==> src/amtc_pkg.sv <==
// Shared types and constants for the measurement ADC control and temperature conversion block.
// Assumes a single system clock; all users reference items as amtc_pkg::name.
package amtc_pkg;

    // ------------------------------------------------------------
    // Widths
    // ------------------------------------------------------------
    localparam int RAW_W  = 10;
    localparam int RES_W  = 13;
    localparam int HI_W   = 8;
    localparam int LO_W   = 5;
    localparam int TMP_W  = 11;
    localparam int THI_W  = 8;
    localparam int TLO_W  = 3;
    localparam int TRAW_W = 13;
    localparam int GAIN_W = 11;
    localparam int OFS_W  = 9;
    localparam int NTCH   = 3;
    localparam int NCUR   = 2;
    localparam int SCH_W  = 16;

    // ------------------------------------------------------------
    // Scaling and reset values
    // ------------------------------------------------------------
    localparam int GAIN_FRAC                = 10;
    localparam int AVG_FRAC                 = 3;
    localparam int COEF8_SH                 = 3;
    localparam int COEF16_SH                = 4;
    localparam logic [13:0] KELVIN_Q        = 14'h0445;
    localparam logic [TMP_W-1:0] FAULT_POS  = 11'h3FF;
    localparam logic [TMP_W-1:0] FAULT_NEG  = 11'h401;
    localparam logic [RES_W-1:0] RES_RST    = 13'h0000;
    localparam logic [TMP_W-1:0] TMP_RST    = 11'h000;
    localparam logic [SCH_W-1:0] SCH_RST    = 16'h0000;

    // ------------------------------------------------------------
    // Types
    // ------------------------------------------------------------
    typedef enum logic [1:0] {SRC_HVCUR, SRC_CUR1, SRC_HVOLT, SRC_VOLT} amtc_src_t;
    typedef enum logic [1:0] {DIV1, DIV3, DIV4, DIV8} amtc_div_t;
    typedef enum logic [1:0] {OWN_HOST, OWN_TRIM, OWN_SCH0, OWN_SCH1} amtc_own_t;
    typedef enum logic [1:0] {COEF1, COEF8, COEF16} amtc_coef_t;

    typedef struct packed {
        amtc_src_t src;
        logic      hi_range;
    } amtc_req_t;

    typedef struct packed {
        logic [1:0]        ch;
        logic              short_det;
        logic              open_det;
        logic [TRAW_W-1:0] raw;
    } amtc_tsamp_t;

endpackage

==> src/amtc_top.sv <==
// Measurement ADC control (arbitration, scaling, current averaging) and temperature conversion.
// Assumes the ADC, temperature ADC, trim circuit and I2C engine are logic on SYS_CLK.
//
// Function
// - Selector picks one of four ADC sources
// - Voltage monitor divides by three or one
// - High-voltage monitor always divides by eight or four
// - Drive selector; accept host and trim requests
// - Periodic current conversions, eight-sample weighted average
// - Voltage results scaled to 2 mV per LSB
// - Current results stored without multiplication
// - Host request routes channel, latches result
// - Result widened to 13 bits
// - Result split into 8 high, 5 low bits
// - Three temperature channels, dedicated converter
// - Temperature is 11-bit two's complement, quarter degree
// - Ideality correction scales absolute temperature
// - Signed per-channel offset added
// - Short/open gives fixed reading by fault bit
// - Temperature filtered, held in two fields
// - Exponential filter coefficient 1, 8 or 16
`timescale 1ns/1ns
module amtc_top
(
    input  wire logic                                    SYS_CLK,
    input  wire logic                                    RSTN,
    input  wire logic                                    HOST_REQ,
    input  wire amtc_pkg::amtc_req_t                     HOST_SEL,
    output logic                                         HOST_DONE,
    output logic [amtc_pkg::HI_W-1:0]                    RESULT_HI,
    output logic [amtc_pkg::LO_W-1:0]                    RESULT_LO,
    input  wire logic                                    TRIM_REQ,
    input  wire amtc_pkg::amtc_req_t                     TRIM_SEL,
    output logic                                         TRIM_DONE,
    output logic [amtc_pkg::RES_W-1:0]                   TRIM_RESULT,
    input  wire logic [amtc_pkg::SCH_W-1:0]              SCHED_PERIOD,
    output logic [amtc_pkg::NCUR-1:0][amtc_pkg::RES_W-1:0] CUR_AVG,
    output amtc_pkg::amtc_src_t                          ADC_SEL,
    output amtc_pkg::amtc_div_t                          ADC_DIV,
    output logic                                         ADC_START,
    input  wire logic                                    ADC_DONE,
    input  wire logic [amtc_pkg::RAW_W-1:0]              ADC_DATA,
    input  wire logic                                    TEMP_VALID,
    input  wire amtc_pkg::amtc_tsamp_t                   TEMP_IN,
    input  wire logic [amtc_pkg::NTCH-1:0][amtc_pkg::GAIN_W-1:0] TEMP_GAIN,
    input  wire logic [amtc_pkg::NTCH-1:0][amtc_pkg::OFS_W-1:0]  TEMP_OFS,
    input  wire logic [amtc_pkg::NTCH-1:0]               TEMP_FAULT_SEL,
    input  wire amtc_pkg::amtc_coef_t [amtc_pkg::NTCH-1:0]       TEMP_COEF,
    output logic [amtc_pkg::NTCH-1:0][amtc_pkg::THI_W-1:0] TEMP_HI,
    output logic [amtc_pkg::NTCH-1:0][amtc_pkg::TLO_W-1:0] TEMP_LO
);

    typedef enum logic {S_IDLE, S_CONV} amtc_st_t;

    amtc_st_t                         st_q;
    amtc_pkg::amtc_own_t              own_q;
    amtc_pkg::amtc_req_t              host_q;
    amtc_pkg::amtc_req_t              trim_q;
    logic                             host_pend_q;
    logic                             trim_pend_q;
    logic [amtc_pkg::NCUR-1:0]        sch_pend_q;
    logic [amtc_pkg::SCH_W-1:0]       sch_cnt_q;
    logic                             sch_tick;
    logic                             grant;
    logic                             conv_end;
    amtc_pkg::amtc_own_t              own_d;
    amtc_pkg::amtc_req_t              req_d;
    logic [amtc_pkg::RES_W-1:0]       scaled;
    logic [amtc_pkg::RES_W-1:0]       conv_res_q;
    logic [amtc_pkg::RES_W-1:0]       host_res_q;

    // ------------------------------------------------------------
    // Request capture and periodic scheduler
    // ------------------------------------------------------------
    assign sch_tick = (SCHED_PERIOD != amtc_pkg::SCH_RST) && (sch_cnt_q == SCHED_PERIOD);
    assign grant    = (st_q == S_IDLE) && (host_pend_q || trim_pend_q || (|sch_pend_q));
    assign conv_end = (st_q == S_CONV) && ADC_DONE;

    always_ff @(posedge SYS_CLK or negedge RSTN)
    begin
        if (!RSTN)
            sch_cnt_q <= amtc_pkg::SCH_RST;
        else if (sch_tick || SCHED_PERIOD == amtc_pkg::SCH_RST)
            sch_cnt_q <= amtc_pkg::SCH_RST;
        else
            sch_cnt_q <= sch_cnt_q + 16'h0001;
    end

    // New request wins over the grant that clears it
    always_ff @(posedge SYS_CLK or negedge RSTN)
    begin
        if (!RSTN)
        begin
            host_pend_q <= 1'b0;
            trim_pend_q <= 1'b0;
            sch_pend_q  <= '0;
            host_q      <= '0;
            trim_q      <= '0;
        end
        else
        begin
            if (HOST_REQ)
                host_q <= HOST_SEL;
            if (TRIM_REQ)
                trim_q <= TRIM_SEL;
            host_pend_q <= HOST_REQ || (host_pend_q && !(grant && own_d == amtc_pkg::OWN_HOST));
            trim_pend_q <= TRIM_REQ || (trim_pend_q && !(grant && own_d == amtc_pkg::OWN_TRIM));
            sch_pend_q[0] <= sch_tick || (sch_pend_q[0] && !(grant && own_d == amtc_pkg::OWN_SCH0));
            sch_pend_q[1] <= sch_tick || (sch_pend_q[1] && !(grant && own_d == amtc_pkg::OWN_SCH1));
        end
    end

    // ------------------------------------------------------------
    // Arbitration: host, then trim, then scheduled currents
    // ------------------------------------------------------------
    always_comb
    begin
        own_d = amtc_pkg::OWN_SCH1;
        req_d = '{src: amtc_pkg::SRC_CUR1, hi_range: 1'b0};
        if (host_pend_q)
        begin
            own_d = amtc_pkg::OWN_HOST;
            req_d = host_q;
        end
        else if (trim_pend_q)
        begin
            own_d = amtc_pkg::OWN_TRIM;
            req_d = trim_q;
        end
        else if (sch_pend_q[0])
        begin
            own_d = amtc_pkg::OWN_SCH0;
            req_d = '{src: amtc_pkg::SRC_HVCUR, hi_range: 1'b0};
        end
    end

    always_ff @(posedge SYS_CLK or negedge RSTN)
    begin
        if (!RSTN)
        begin
            st_q      <= S_IDLE;
            own_q     <= amtc_pkg::OWN_HOST;
            ADC_SEL   <= amtc_pkg::SRC_HVCUR;
            ADC_DIV   <= amtc_pkg::DIV1;
            ADC_START <= 1'b0;
        end
        else
        begin
            ADC_START <= grant;
            case (st_q)
                S_IDLE:
                    if (grant)
                    begin
                        st_q    <= S_CONV;
                        own_q   <= own_d;
                        ADC_SEL <= req_d.src;
                        case (req_d.src)
                            amtc_pkg::SRC_VOLT:
                                ADC_DIV <= req_d.hi_range ? amtc_pkg::DIV3 : amtc_pkg::DIV1;
                            amtc_pkg::SRC_HVOLT:
                                ADC_DIV <= req_d.hi_range ? amtc_pkg::DIV8 : amtc_pkg::DIV4;
                            default:
                                ADC_DIV <= amtc_pkg::DIV1;
                        endcase
                    end
                S_CONV:
                    if (ADC_DONE)
                        st_q <= S_IDLE;
                default:
                    st_q <= S_IDLE;
            endcase
        end
    end

    // ------------------------------------------------------------
    // Digital multiplier and result latches
    // ------------------------------------------------------------
    always_comb
    begin
        scaled = {3'h0, ADC_DATA};
        case (ADC_DIV)
            amtc_pkg::DIV3: scaled = {2'h0, ADC_DATA, 1'b0} + {3'h0, ADC_DATA};
            amtc_pkg::DIV4: scaled = {1'b0, ADC_DATA, 2'h0};
            amtc_pkg::DIV8: scaled = {ADC_DATA, 3'h0};
            default:        scaled = {3'h0, ADC_DATA};
        endcase
    end

    always_ff @(posedge SYS_CLK or negedge RSTN)
    begin
        if (!RSTN)
        begin
            conv_res_q  <= amtc_pkg::RES_RST;
            host_res_q  <= amtc_pkg::RES_RST;
            TRIM_RESULT <= amtc_pkg::RES_RST;
            TRIM_DONE   <= 1'b0;
            HOST_DONE   <= 1'b0;
        end
        else
        begin
            TRIM_DONE <= conv_end && own_q == amtc_pkg::OWN_TRIM;
            if (conv_end)
                conv_res_q <= scaled;
            if (conv_end && own_q == amtc_pkg::OWN_HOST)
                host_res_q <= scaled;
            if (conv_end && own_q == amtc_pkg::OWN_TRIM)
                TRIM_RESULT <= scaled;
            if (conv_end && own_q == amtc_pkg::OWN_HOST)
                HOST_DONE <= 1'b1;
            else if (HOST_REQ)
                HOST_DONE <= 1'b0;
        end
    end

    assign RESULT_HI = host_res_q[amtc_pkg::RES_W-1 -: amtc_pkg::HI_W];
    assign RESULT_LO = host_res_q[amtc_pkg::LO_W-1:0];

    // ------------------------------------------------------------
    // Current averaging: acc holds eight times the average
    // ------------------------------------------------------------
    for (genvar i = 0; i < amtc_pkg::NCUR; i++)
    begin : g_cur
        logic [amtc_pkg::RES_W+amtc_pkg::AVG_FRAC-1:0] acc_q;
        amtc_pkg::amtc_own_t                            me;
        assign me = (i == 0) ? amtc_pkg::OWN_SCH0 : amtc_pkg::OWN_SCH1;
        always_ff @(posedge SYS_CLK or negedge RSTN)
        begin
            if (!RSTN)
                acc_q <= '0;
            else if (conv_end && own_q == me)
                acc_q <= acc_q - (acc_q >> amtc_pkg::AVG_FRAC) + {3'h0, scaled};
        end
        assign CUR_AVG[i] = acc_q[amtc_pkg::RES_W+amtc_pkg::AVG_FRAC-1:amtc_pkg::AVG_FRAC];
    end

    // ------------------------------------------------------------
    // Temperature conversion and exponential filter
    // ------------------------------------------------------------
    logic [23:0]                     t_prod;
    logic signed [15:0]              t_c;
    logic signed [amtc_pkg::TMP_W-1:0] t_val;

    always_comb
    begin
        t_prod = TEMP_IN.raw * TEMP_GAIN[TEMP_IN.ch];
        t_c    = $signed({2'h0, t_prod[23:amtc_pkg::GAIN_FRAC]})
               - $signed({2'h0, amtc_pkg::KELVIN_Q})
               + 16'(signed'(TEMP_OFS[TEMP_IN.ch]));
        if (t_c > $signed(16'h03FF))
            t_val = amtc_pkg::FAULT_POS;
        else if (t_c < $signed(16'hFC01))
            t_val = amtc_pkg::FAULT_NEG;
        else
            t_val = t_c[amtc_pkg::TMP_W-1:0];
        if (TEMP_IN.short_det)
            t_val = TEMP_FAULT_SEL[TEMP_IN.ch] ? amtc_pkg::FAULT_POS : amtc_pkg::FAULT_NEG;
        else if (TEMP_IN.open_det)
            t_val = TEMP_FAULT_SEL[TEMP_IN.ch] ? amtc_pkg::FAULT_NEG : amtc_pkg::FAULT_POS;
    end

    for (genvar c = 0; c < amtc_pkg::NTCH; c++)
    begin : g_tmp
        logic signed [amtc_pkg::TMP_W-1:0] avg_q;
        logic signed [amtc_pkg::TMP_W:0]   diff;
        assign diff = {t_val[amtc_pkg::TMP_W-1], t_val} - {avg_q[amtc_pkg::TMP_W-1], avg_q};
        always_ff @(posedge SYS_CLK or negedge RSTN)
        begin
            if (!RSTN)
                avg_q <= amtc_pkg::TMP_RST;
            else if (TEMP_VALID && TEMP_IN.ch == 2'(c))
                case (TEMP_COEF[c])
                    amtc_pkg::COEF8:
                        avg_q <= avg_q + 11'(diff >>> amtc_pkg::COEF8_SH);
                    amtc_pkg::COEF16:
                        avg_q <= avg_q + 11'(diff >>> amtc_pkg::COEF16_SH);
                    default:
                        avg_q <= t_val;
                endcase
        end
        assign TEMP_HI[c] = avg_q[amtc_pkg::TMP_W-1 -: amtc_pkg::THI_W];
        assign TEMP_LO[c] = avg_q[amtc_pkg::TLO_W-1:0];
    end
endmodule // amtc_top

==> config.mk <==
export PLATFORM = sky130hd
export DESIGN_NAME = amtc_top
export DESIGN_NICKNAME = d
export VERILOG_FILES = /design/src/amtc_pkg.sv /design/src/amtc_top.sv
export SDC_FILE = /design/constraint.sdc
export NUM_CORES = 1
export LEC_CHECK = 0
export BUFFER_PORTS_ARGS = -buffer_cell sky130_fd_sc_hd__buf_2
export CELL_PAD_IN_SITES_DETAIL_PLACEMENT = 1
export CELL_PAD_IN_SITES_GLOBAL_PLACEMENT = 1
export CORE_ASPECT_RATIO = 1.25
export CORE_MARGIN = 2
export CORE_UTILIZATION = 46
export CTS_CLUSTER_SIZE = 24
export DETAILED_ROUTE_END_ITERATION = 6
export PLACE_DENSITY_LB_ADDON = 0.08
export SYNTH_ARGS = -nofsm -noshare
export SYNTH_HDL_FRONTEND = slang
export SYNTH_SLANG_ARGS = --single-unit
==> constraint.sdc <==
create_clock -name SYS_CLK -period 5.4 [get_ports SYS_CLK]
set_input_delay 0.81 -clock SYS_CLK [delete_from_list [all_inputs] [get_ports SYS_CLK]]
set_output_delay 0.81 -clock SYS_CLK [all_outputs]
set_load 0.005 [all_outputs]
==> results of run 1 <==
## routing by layer
metal,GRT usage,vias to the layer above,part of all wire
met1,0.359,9534,0.35
li1,-,8230,-
met4,0.156,6,0.082
met3,0.0498,446,0.074
met5,0,-,0.00051
met2,0.597,912,0.49
## kinds of logic (layout without fill, tap and decap cells)
logic type	count (synthesis)	after routing	share of synthesized area
fa+ha+maj	314	314	0.279
flops	127	127	0.181
other cells	0	2	0
simple gates	622	622	0.168
buf+inv	366	918	0.0854
compound gates	516	516	0.194
mux	54	54	0.0366
xor+xnor	113	113	0.0565
## synthesized netlist by cell type, types with 6 or more instances
| cell | n | share of area |
|---|---|---|
| sky130_fd_sc_hd__xnor2_1 | 81 | 0.040 |
| sky130_fd_sc_hd__buf_4 | 30 | 0.013 |
| sky130_fd_sc_hd__nor3_1 | 41 | 0.012 |
| sky130_fd_sc_hd__and3_1 | 13 | 0.0046 |
| sky130_fd_sc_hd__or2_2 | 6 | 0.0021 |
| sky130_fd_sc_hd__xor2_1 | 32 | 0.016 |
| sky130_fd_sc_hd__o31ai_1 | 14 | 0.0060 |
| sky130_fd_sc_hd__nor2b_1 | 21 | 0.0075 |
| sky130_fd_sc_hd__nand4_1 | 15 | 0.0054 |
| sky130_fd_sc_hd__dfrtp_1 | 127 | 0.18 |
| sky130_fd_sc_hd__and2_1 | 83 | 0.030 |
| sky130_fd_sc_hd__fa_1 | 128 | 0.15 |
| sky130_fd_sc_hd__ha_1 | 186 | 0.13 |
| sky130_fd_sc_hd__a21o_1 | 31 | 0.013 |
| sky130_fd_sc_hd__o21bai_1 | 17 | 0.0073 |
| sky130_fd_sc_hd__o21ai_0 | 149 | 0.043 |
| sky130_fd_sc_hd__or3_1 | 12 | 0.0043 |
| sky130_fd_sc_hd__nand2_1 | 228 | 0.049 |
| sky130_fd_sc_hd__nor4_1 | 10 | 0.0036 |
| sky130_fd_sc_hd__nand3_1 | 22 | 0.0063 |
| sky130_fd_sc_hd__mux2i_1 | 28 | 0.016 |
| sky130_fd_sc_hd__o22ai_1 | 7 | 0.0025 |
| sky130_fd_sc_hd__nand2b_1 | 15 | 0.0054 |
| sky130_fd_sc_hd__nor2_1 | 140 | 0.030 |
| sky130_fd_sc_hd__a21boi_0 | 11 | 0.0047 |
| sky130_fd_sc_hd__o211ai_1 | 8 | 0.0034 |
| sky130_fd_sc_hd__a31oi_1 | 7 | 0.0025 |
| sky130_fd_sc_hd__a21oi_1 | 132 | 0.038 |
| sky130_fd_sc_hd__o21a_1 | 17 | 0.0073 |
| sky130_fd_sc_hd__mux4_2 | 6 | 0.0077 |
| sky130_fd_sc_hd__a211oi_1 | 34 | 0.015 |
| sky130_fd_sc_hd__inv_1 | 257 | 0.055 |
| sky130_fd_sc_hd__mux2_2 | 20 | 0.013 |
| sky130_fd_sc_hd__clkbuf_1 | 71 | 0.015 |
## stage by stage
stage                     cell area (µm²)  hold WS [ns]  setup WS [ns]
after floorplan                     17900         0.450          -6.38
after global placement              21500         0.462          -7.22
after detailed placement            21500         0.463          -7.69
after CTS                           23100         0.463          -6.60
after global routing                24100         0.489          -9.08
final                               24100         0.425          -8.84
## layout make-up
cell class                 count  area [µm²]
antenna                        2        5.00
clock inverter                13         166
multi-input combinational   1619       14400
inverter                     260         978
timing repair buffer         628        4340
fill                        4361       13200
tap                          486         608
clock buffer                  17         425
sequential                   127        3180
## final timing paths
path	start	slack (ns)	end	cells past startpoint
worst min register to register	TRIM_RESULT[0]	0.48	TRIM_RESULT[0]	2
worst max register to register	g_tmp[2].avg_q[0]	0.54	g_tmp[2].avg_q[10]	24
worst max-delay path	TEMP_IN[16]	-8.84	g_tmp[1].avg_q[9]	62
worst min-delay path	RSTN	0.43	sch_cnt_q[12]	1
max in group asynchronous	RSTN	3.76	own_q[0]	2
min in group SYS_CLK	TRIM_RESULT[0]	0.48	TRIM_RESULT[0]	2
## registers in the layout, indices dropped and copies added (netlist names)
name / cells
g_tmp.avg_q: 33
g_cur.acc_q: 32
sch_cnt_q: 16
TRIM_RESULT: 13
host_res_q: 13
host_q: 3
trim_q: 3
ADC_DIV: 2
ADC_SEL: 2
own_q: 2
sch_pend_q: 2
ADC_START: 1
HOST_DONE: 1
TRIM_DONE: 1
host_pend_q: 1
st_q: 1
trim_pend_q: 1
## repair_timing
item | in CTS | in global routing
hold endpoints to repair | 0 | 0
cloned | 0 | 0
gates resized for setup | 118 | 184
hold buffers | 0 | 0
pin swaps | 114 | 139
setup buffers | 59 | 33
setup endpoints to repair | 33 | 35
==> impl_summary.log, run 1 <==
[metrics] post-synthesis instance area: 17,500 µm²
[metrics] antenna violations before repair: 4
[metrics] number of distinct library cells after synthesis: 92
[metrics] maximum fanout count along the critical path: 5
[metrics] f_max: 0.0702 GHz
[metrics] largest net degree at the start of global routing: 84
[metrics] width of the die: 179 µm
[metrics] number of synthesis warnings: 0
[metrics] startpoint type of the worst setup path: input pin
[metrics] clock insertion delay at the later pin of the skew report: 0.49 ns
[metrics] Post-synth EDFFs: 0
[metrics] endpoint kind of the worst setup timing path: flop
[metrics] Worst Tran Pin Value: 1.43 ns
[metrics] clk_skew: 0.0397 ns
[metrics] Final HPWL DP: 46.9 mm
[metrics] Iter 0 DRT Violations: 1,126
[metrics] Cells after Synth: 2,112
[metrics] worst endpoint required time: 5.69 ns
[metrics] via count of the first global-routing pass: 20,096
[metrics] number of buffers on the longest clock path: 2
[metrics] fin util: 0.646
[metrics] starting density of the core: 0.469
[metrics] cell seen most often among critical-path stages: sky130_fd_sc_hd__buf_4
[metrics] root buffer cell: sky130_fd_sc_hd__clkbuf_16
[metrics] GRT Residual Overflow: 0
[metrics] Hold Vio Cnt, Final: 0
[metrics] Avg Cell Area, Syn: 8.30 µm²
[metrics] share of synthesized area occupied by flip-flops and latches: 0.181
[metrics] unrepaired setup endpoints after global routing: true
[metrics] Max Cap Violations: 0
[metrics] depth of the CTS H-tree: 4
[metrics] Crit Path Class: in2reg
[metrics] first-pass iteration count of the detailed router: 5
[metrics] clock-pin slew on the worst setup and hold paths: roughly 0.060 ns
[metrics] Arr. time, crit path: 14.53 ns
[metrics] core box area: 37,400 µm²
[metrics] final period utilization: 2.64
[metrics] number of buffer and inverter stages on the critical path: 10
[metrics] family of cells with the greatest summed delay on the critical path: compound AO/OA/AOI/OAI gates
[metrics] Inserted Clock Buffers: 17
[metrics] Slew HR: 0.0382
[metrics] hold crit path type: in2async
[metrics] fraction of final layout cells sized beyond drive strength 1: 0.366
[metrics] Total Routed Length: 79.7 mm
[metrics] Sink Count: 127
[metrics] number of cells after detailed placement: 3,041
[metrics] global-route wire length before repair: 103 mm
[metrics] most common cell after layout, fill and taps aside: sky130_fd_sc_hd__buf_4
[metrics] most used cells in the layout excluding fill and tap cells: sky130_fd_sc_hd__buf_4, sky130_fd_sc_hd__inv_1, sky130_fd_sc_hd__nand2_1
[metrics] final standard cell count with taps included and fillers excluded: between 3,000 and 4,000
[metrics] final-report setup violation count: 33
[metrics] I/O pin count: 216
[metrics] nets in the synthesized netlist: 2,550
[metrics] status: finished with violations
[metrics] number of register bits inferred by synthesis: 127
[metrics] post-DR vias/cell: 6.07
[metrics] worst stage delay on the critical path: 1.15 ns
[metrics] number of nets still failing antenna checks after routing: 0
[metrics] Synth async-reset ratio: 1.00
[metrics] Post-Route Setup TNS: -267.10 ns
[metrics] number of max-slew violations in the final report: 0
[metrics] DR vias: 19,128
[metrics] number of cell rows: 79
[metrics] final weighted congestion in routability-driven placement: 0.858
[metrics] Die Area: 39,700 µm²
[metrics] number of nets in the layout: 3,091
[metrics] Routed wire per std cell: around 25 µm
[metrics] count of input and output buffers: 215
[metrics] cell with the biggest individual delay on the critical path: sky130_fd_sc_hd__o21ai_0
[metrics] Setup WS post-layout: -8.84 ns
[metrics] Die Height: ~220 µm
[metrics] CTS tree: yes
[metrics] total DRC errors in the routed layout: 0
[metrics] minimum clock period after layout: ~14 ns
[metrics] most common flop cell mapped by yosys: sky130_fd_sc_hd__dfrtp_1
[metrics] Total GRT Usage: 0.324
[metrics] relative area change from synthesis to final layout: 37.7%
[metrics] violations in the final reports: setup timing
Power of run 1 is left out: the tool's default activity adds up to more than one toggle a clock period on the data nets, which glitch-free logic cannot reach.
==> run 2: changes to the inputs <==
SKIP_CTS_REPAIR_TIMING = 1   (was unset)
SKIP_LAST_GASP = 1   (was unset)
==> impl_summary.log, run 2 (same netlist as run 1, synthesis figures left out) <==
[metrics] status: finished with violations (unchanged)
[metrics] violations in the final reports: setup timing (unchanged)
[metrics] starting density of the core: 0.469 (unchanged)
[metrics] via count of the first global-routing pass: 19,092 (was 20,096)
[metrics] final weighted congestion in routability-driven placement: 0.858 (unchanged)
[metrics] hold crit path type: in2async (unchanged)
[metrics] minimum clock period after layout: 12.77 ns (was 14.24 ns)
[metrics] first-pass iteration count of the detailed router: 5 (unchanged)
[metrics] Setup WS post-layout: -7.37 ns (was -8.84 ns)
[metrics] number of cell rows: 79 (unchanged)
[metrics] unrepaired setup endpoints after global routing: true (unchanged)
[metrics] I/O pin count: 216 (unchanged)
[metrics] most used cells in the layout excluding fill and tap cells: sky130_fd_sc_hd__buf_4, sky130_fd_sc_hd__inv_1, sky130_fd_sc_hd__nand2_1 (unchanged)
[metrics] Max Cap Violations: 0 (unchanged)
[metrics] count of input and output buffers: 215 (unchanged)
[metrics] filler cell count in the final layout: 4,433 (was 4,361)
[metrics] antenna violations before repair: 0 (was 4)
[metrics] worst stage delay on the critical path: 0.54 ns (was 1.15 ns)
[metrics] post-DR vias/cell: 5.70 (was 6.07)
[metrics] Arr. time, crit path: 13.15 ns (was 14.53 ns)
[metrics] clock insertion delay at the later pin of the skew report: 0.47 ns (was 0.49 ns)
[metrics] DR vias: 17,724 (was 19,128)
[metrics] final hold slack: 0.428 ns (was 0.425 ns)
[metrics] number of nets still failing antenna checks after routing: 0 (unchanged)
[metrics] startpoint type of the worst setup path: input pin (unchanged)
[metrics] Routed wire per std cell: 20.8 µm (was 25.3 µm)
[metrics] Inserted Clock Buffers: 17 (unchanged)
[metrics] cell seen most often among critical-path stages: sky130_fd_sc_hd__buf_4 (unchanged)
[metrics] global-route wire length before repair: 93.7 mm (was 103 mm)
[metrics] Worst Tran Pin Value: 1.14 ns (was 1.43 ns)
[metrics] Final HPWL DP: 46.9 mm (unchanged)
[metrics] registers with the highest flip-flop counts: g_tmp.avg_q x33, g_cur.acc_q x32, sch_cnt_q x16 (unchanged)
[metrics] GRT Residual Overflow: 0 (unchanged)
[metrics] Total Routed Length: 64.8 mm (was 79.7 mm)
[metrics] Sink Count: 127 (unchanged)
[metrics] number of buffers on the longest clock path: 2 (unchanged)
[metrics] Iter 0 DRT Violations: 664 (was 1,126)
[metrics] number of nets in the layout: 3,052 (was 3,091)
[metrics] number of max-slew violations in the final report: 0 (unchanged)
[metrics] depth of the CTS H-tree: 4 (unchanged)
[metrics] relative area change from synthesis to final layout: 33.7% (was 37.7%)
[metrics] final standard cell count with taps included and fillers excluded: 3,111 (was 3,152)
[metrics] Die Height: 222 µm (unchanged)
[metrics] maximum fanout count along the critical path: 6 (was 5)
[metrics] fraction of final layout cells sized beyond drive strength 1: 0.336 (was 0.366)
[metrics] endpoint kind of the worst setup timing path: flop (unchanged)
[metrics] core box area: 37,400 µm² (unchanged)
[metrics] final-report setup violation count: 33 (unchanged)
[metrics] Total GRT Usage: 0.294 (was 0.324)
[metrics] Hold Vio Cnt, Final: 0 (unchanged)
[metrics] Crit Path Class: in2reg (unchanged)
[metrics] clk_skew: 0.0255 ns (was 0.0397 ns)
[metrics] clock-pin slew on the worst setup and hold paths: 0.09 ns (was 0.06 ns)
[metrics] CTS tree: yes (unchanged)
[metrics] fin util: 0.627 (was 0.646)
[metrics] Most flops, register: g_tmp.avg_q (unchanged)
[metrics] Die Area: 39,700 µm² (unchanged)
[metrics] worst endpoint required time: 5.78 ns (was 5.69 ns)
[metrics] total DRC errors in the routed layout: 0 (unchanged)
[metrics] Slew HR: 0.237 (was 0.0382)
[metrics] number of cells after detailed placement: 3,041 (unchanged)
[metrics] final period utilization: 2.36 (was 2.64)
[metrics] width of the die: 179 µm (unchanged)
[metrics] number of flip-flops in the largest register: 33 (unchanged)
[metrics] root buffer cell: sky130_fd_sc_hd__clkbuf_16 (unchanged)
[metrics] Antenna Diode Count: 0 (was 2)
[metrics] largest net degree at the start of global routing: 84 (unchanged)
[metrics] most common cell after layout, fill and taps aside: sky130_fd_sc_hd__buf_4 (unchanged)
[metrics] cell with the biggest individual delay on the critical path: sky130_fd_sc_hd__fa_1 (was sky130_fd_sc_hd__o21ai_0)
[metrics] f_max: 0.0783 GHz (was 0.0702 GHz)
-- run 2: critical path, delay by kind of cell --
| kind | cells | cell delay [ns] |
|---|---|---|
| compound gates | 26 | 4.40 |
| xor+xnor | 2 | 0.28 |
| fa+ha+maj | 10 | 3.92 |
| buf+inv | 13 | 1.50 |
| mux | 2 | 0.35 |
| simple gates | 13 | 1.88 |
-- run 2: layer usage --
layer	wire, µm	global-route usage	up-vias	part of all wire
li1	-	-	8143	-
met1	24300	0.335	8915	0.37
met2	35100	0.552	482	0.54
met3	2700	0.0358	184	0.042
met4	2670	0.108	0	0.041
met5	0	0	-	0
-- run 2: stage by stage --
| step | TNS (ns) | cell area, µm² | setup WS, ns |
|---|---|---|---|
| 2_1_floorplan | -187.37 | 17900 | -6.38 |
| 3_3_place_gp | -212.37 | 21500 | -7.22 |
| 3_5_place_dp | -225.60 | 21500 | -7.69 |
| 4_1_cts | -213.91 | 22100 | -7.35 |
| 5_1_grt | -237.68 | 23400 | -7.87 |
| 6_report | -222.02 | 23400 | -7.37 |
-- run 2: final timing paths --
check / slack (ns) / end / from / cells after the start
worst min register to register: 0.48 / TRIM_RESULT[0] / TRIM_RESULT[0] / 2
min in group SYS_CLK: 0.48 / TRIM_RESULT[0] / TRIM_RESULT[0] / 2
worst min-delay path: 0.43 / g_tmp[2].avg_q[2] / RSTN / 1
worst max-delay path: -7.37 / g_tmp[1].avg_q[10] / TEMP_IN[16] / 66
worst max register to register: 0.87 / g_cur[1].acc_q[15] / ADC_DIV[0] / 15
max in group asynchronous: 3.79 / g_cur[0].acc_q[1] / RSTN / 2
-- run 2: final cells by class --
class | instances | area, µm² | share of cell area
multi-input combinational | 1620 | 14100 | 0.601
timing repair buffer | 588 | 3990 | 0.170
sequential | 127 | 3180 | 0.136
clock buffer | 17 | 425 | 0.0182
tap | 486 | 608 | 0.0260
inverter | 260 | 978 | 0.0418
clock inverter | 13 | 166 | 0.00710
Power of run 2 is left out for the same reason.
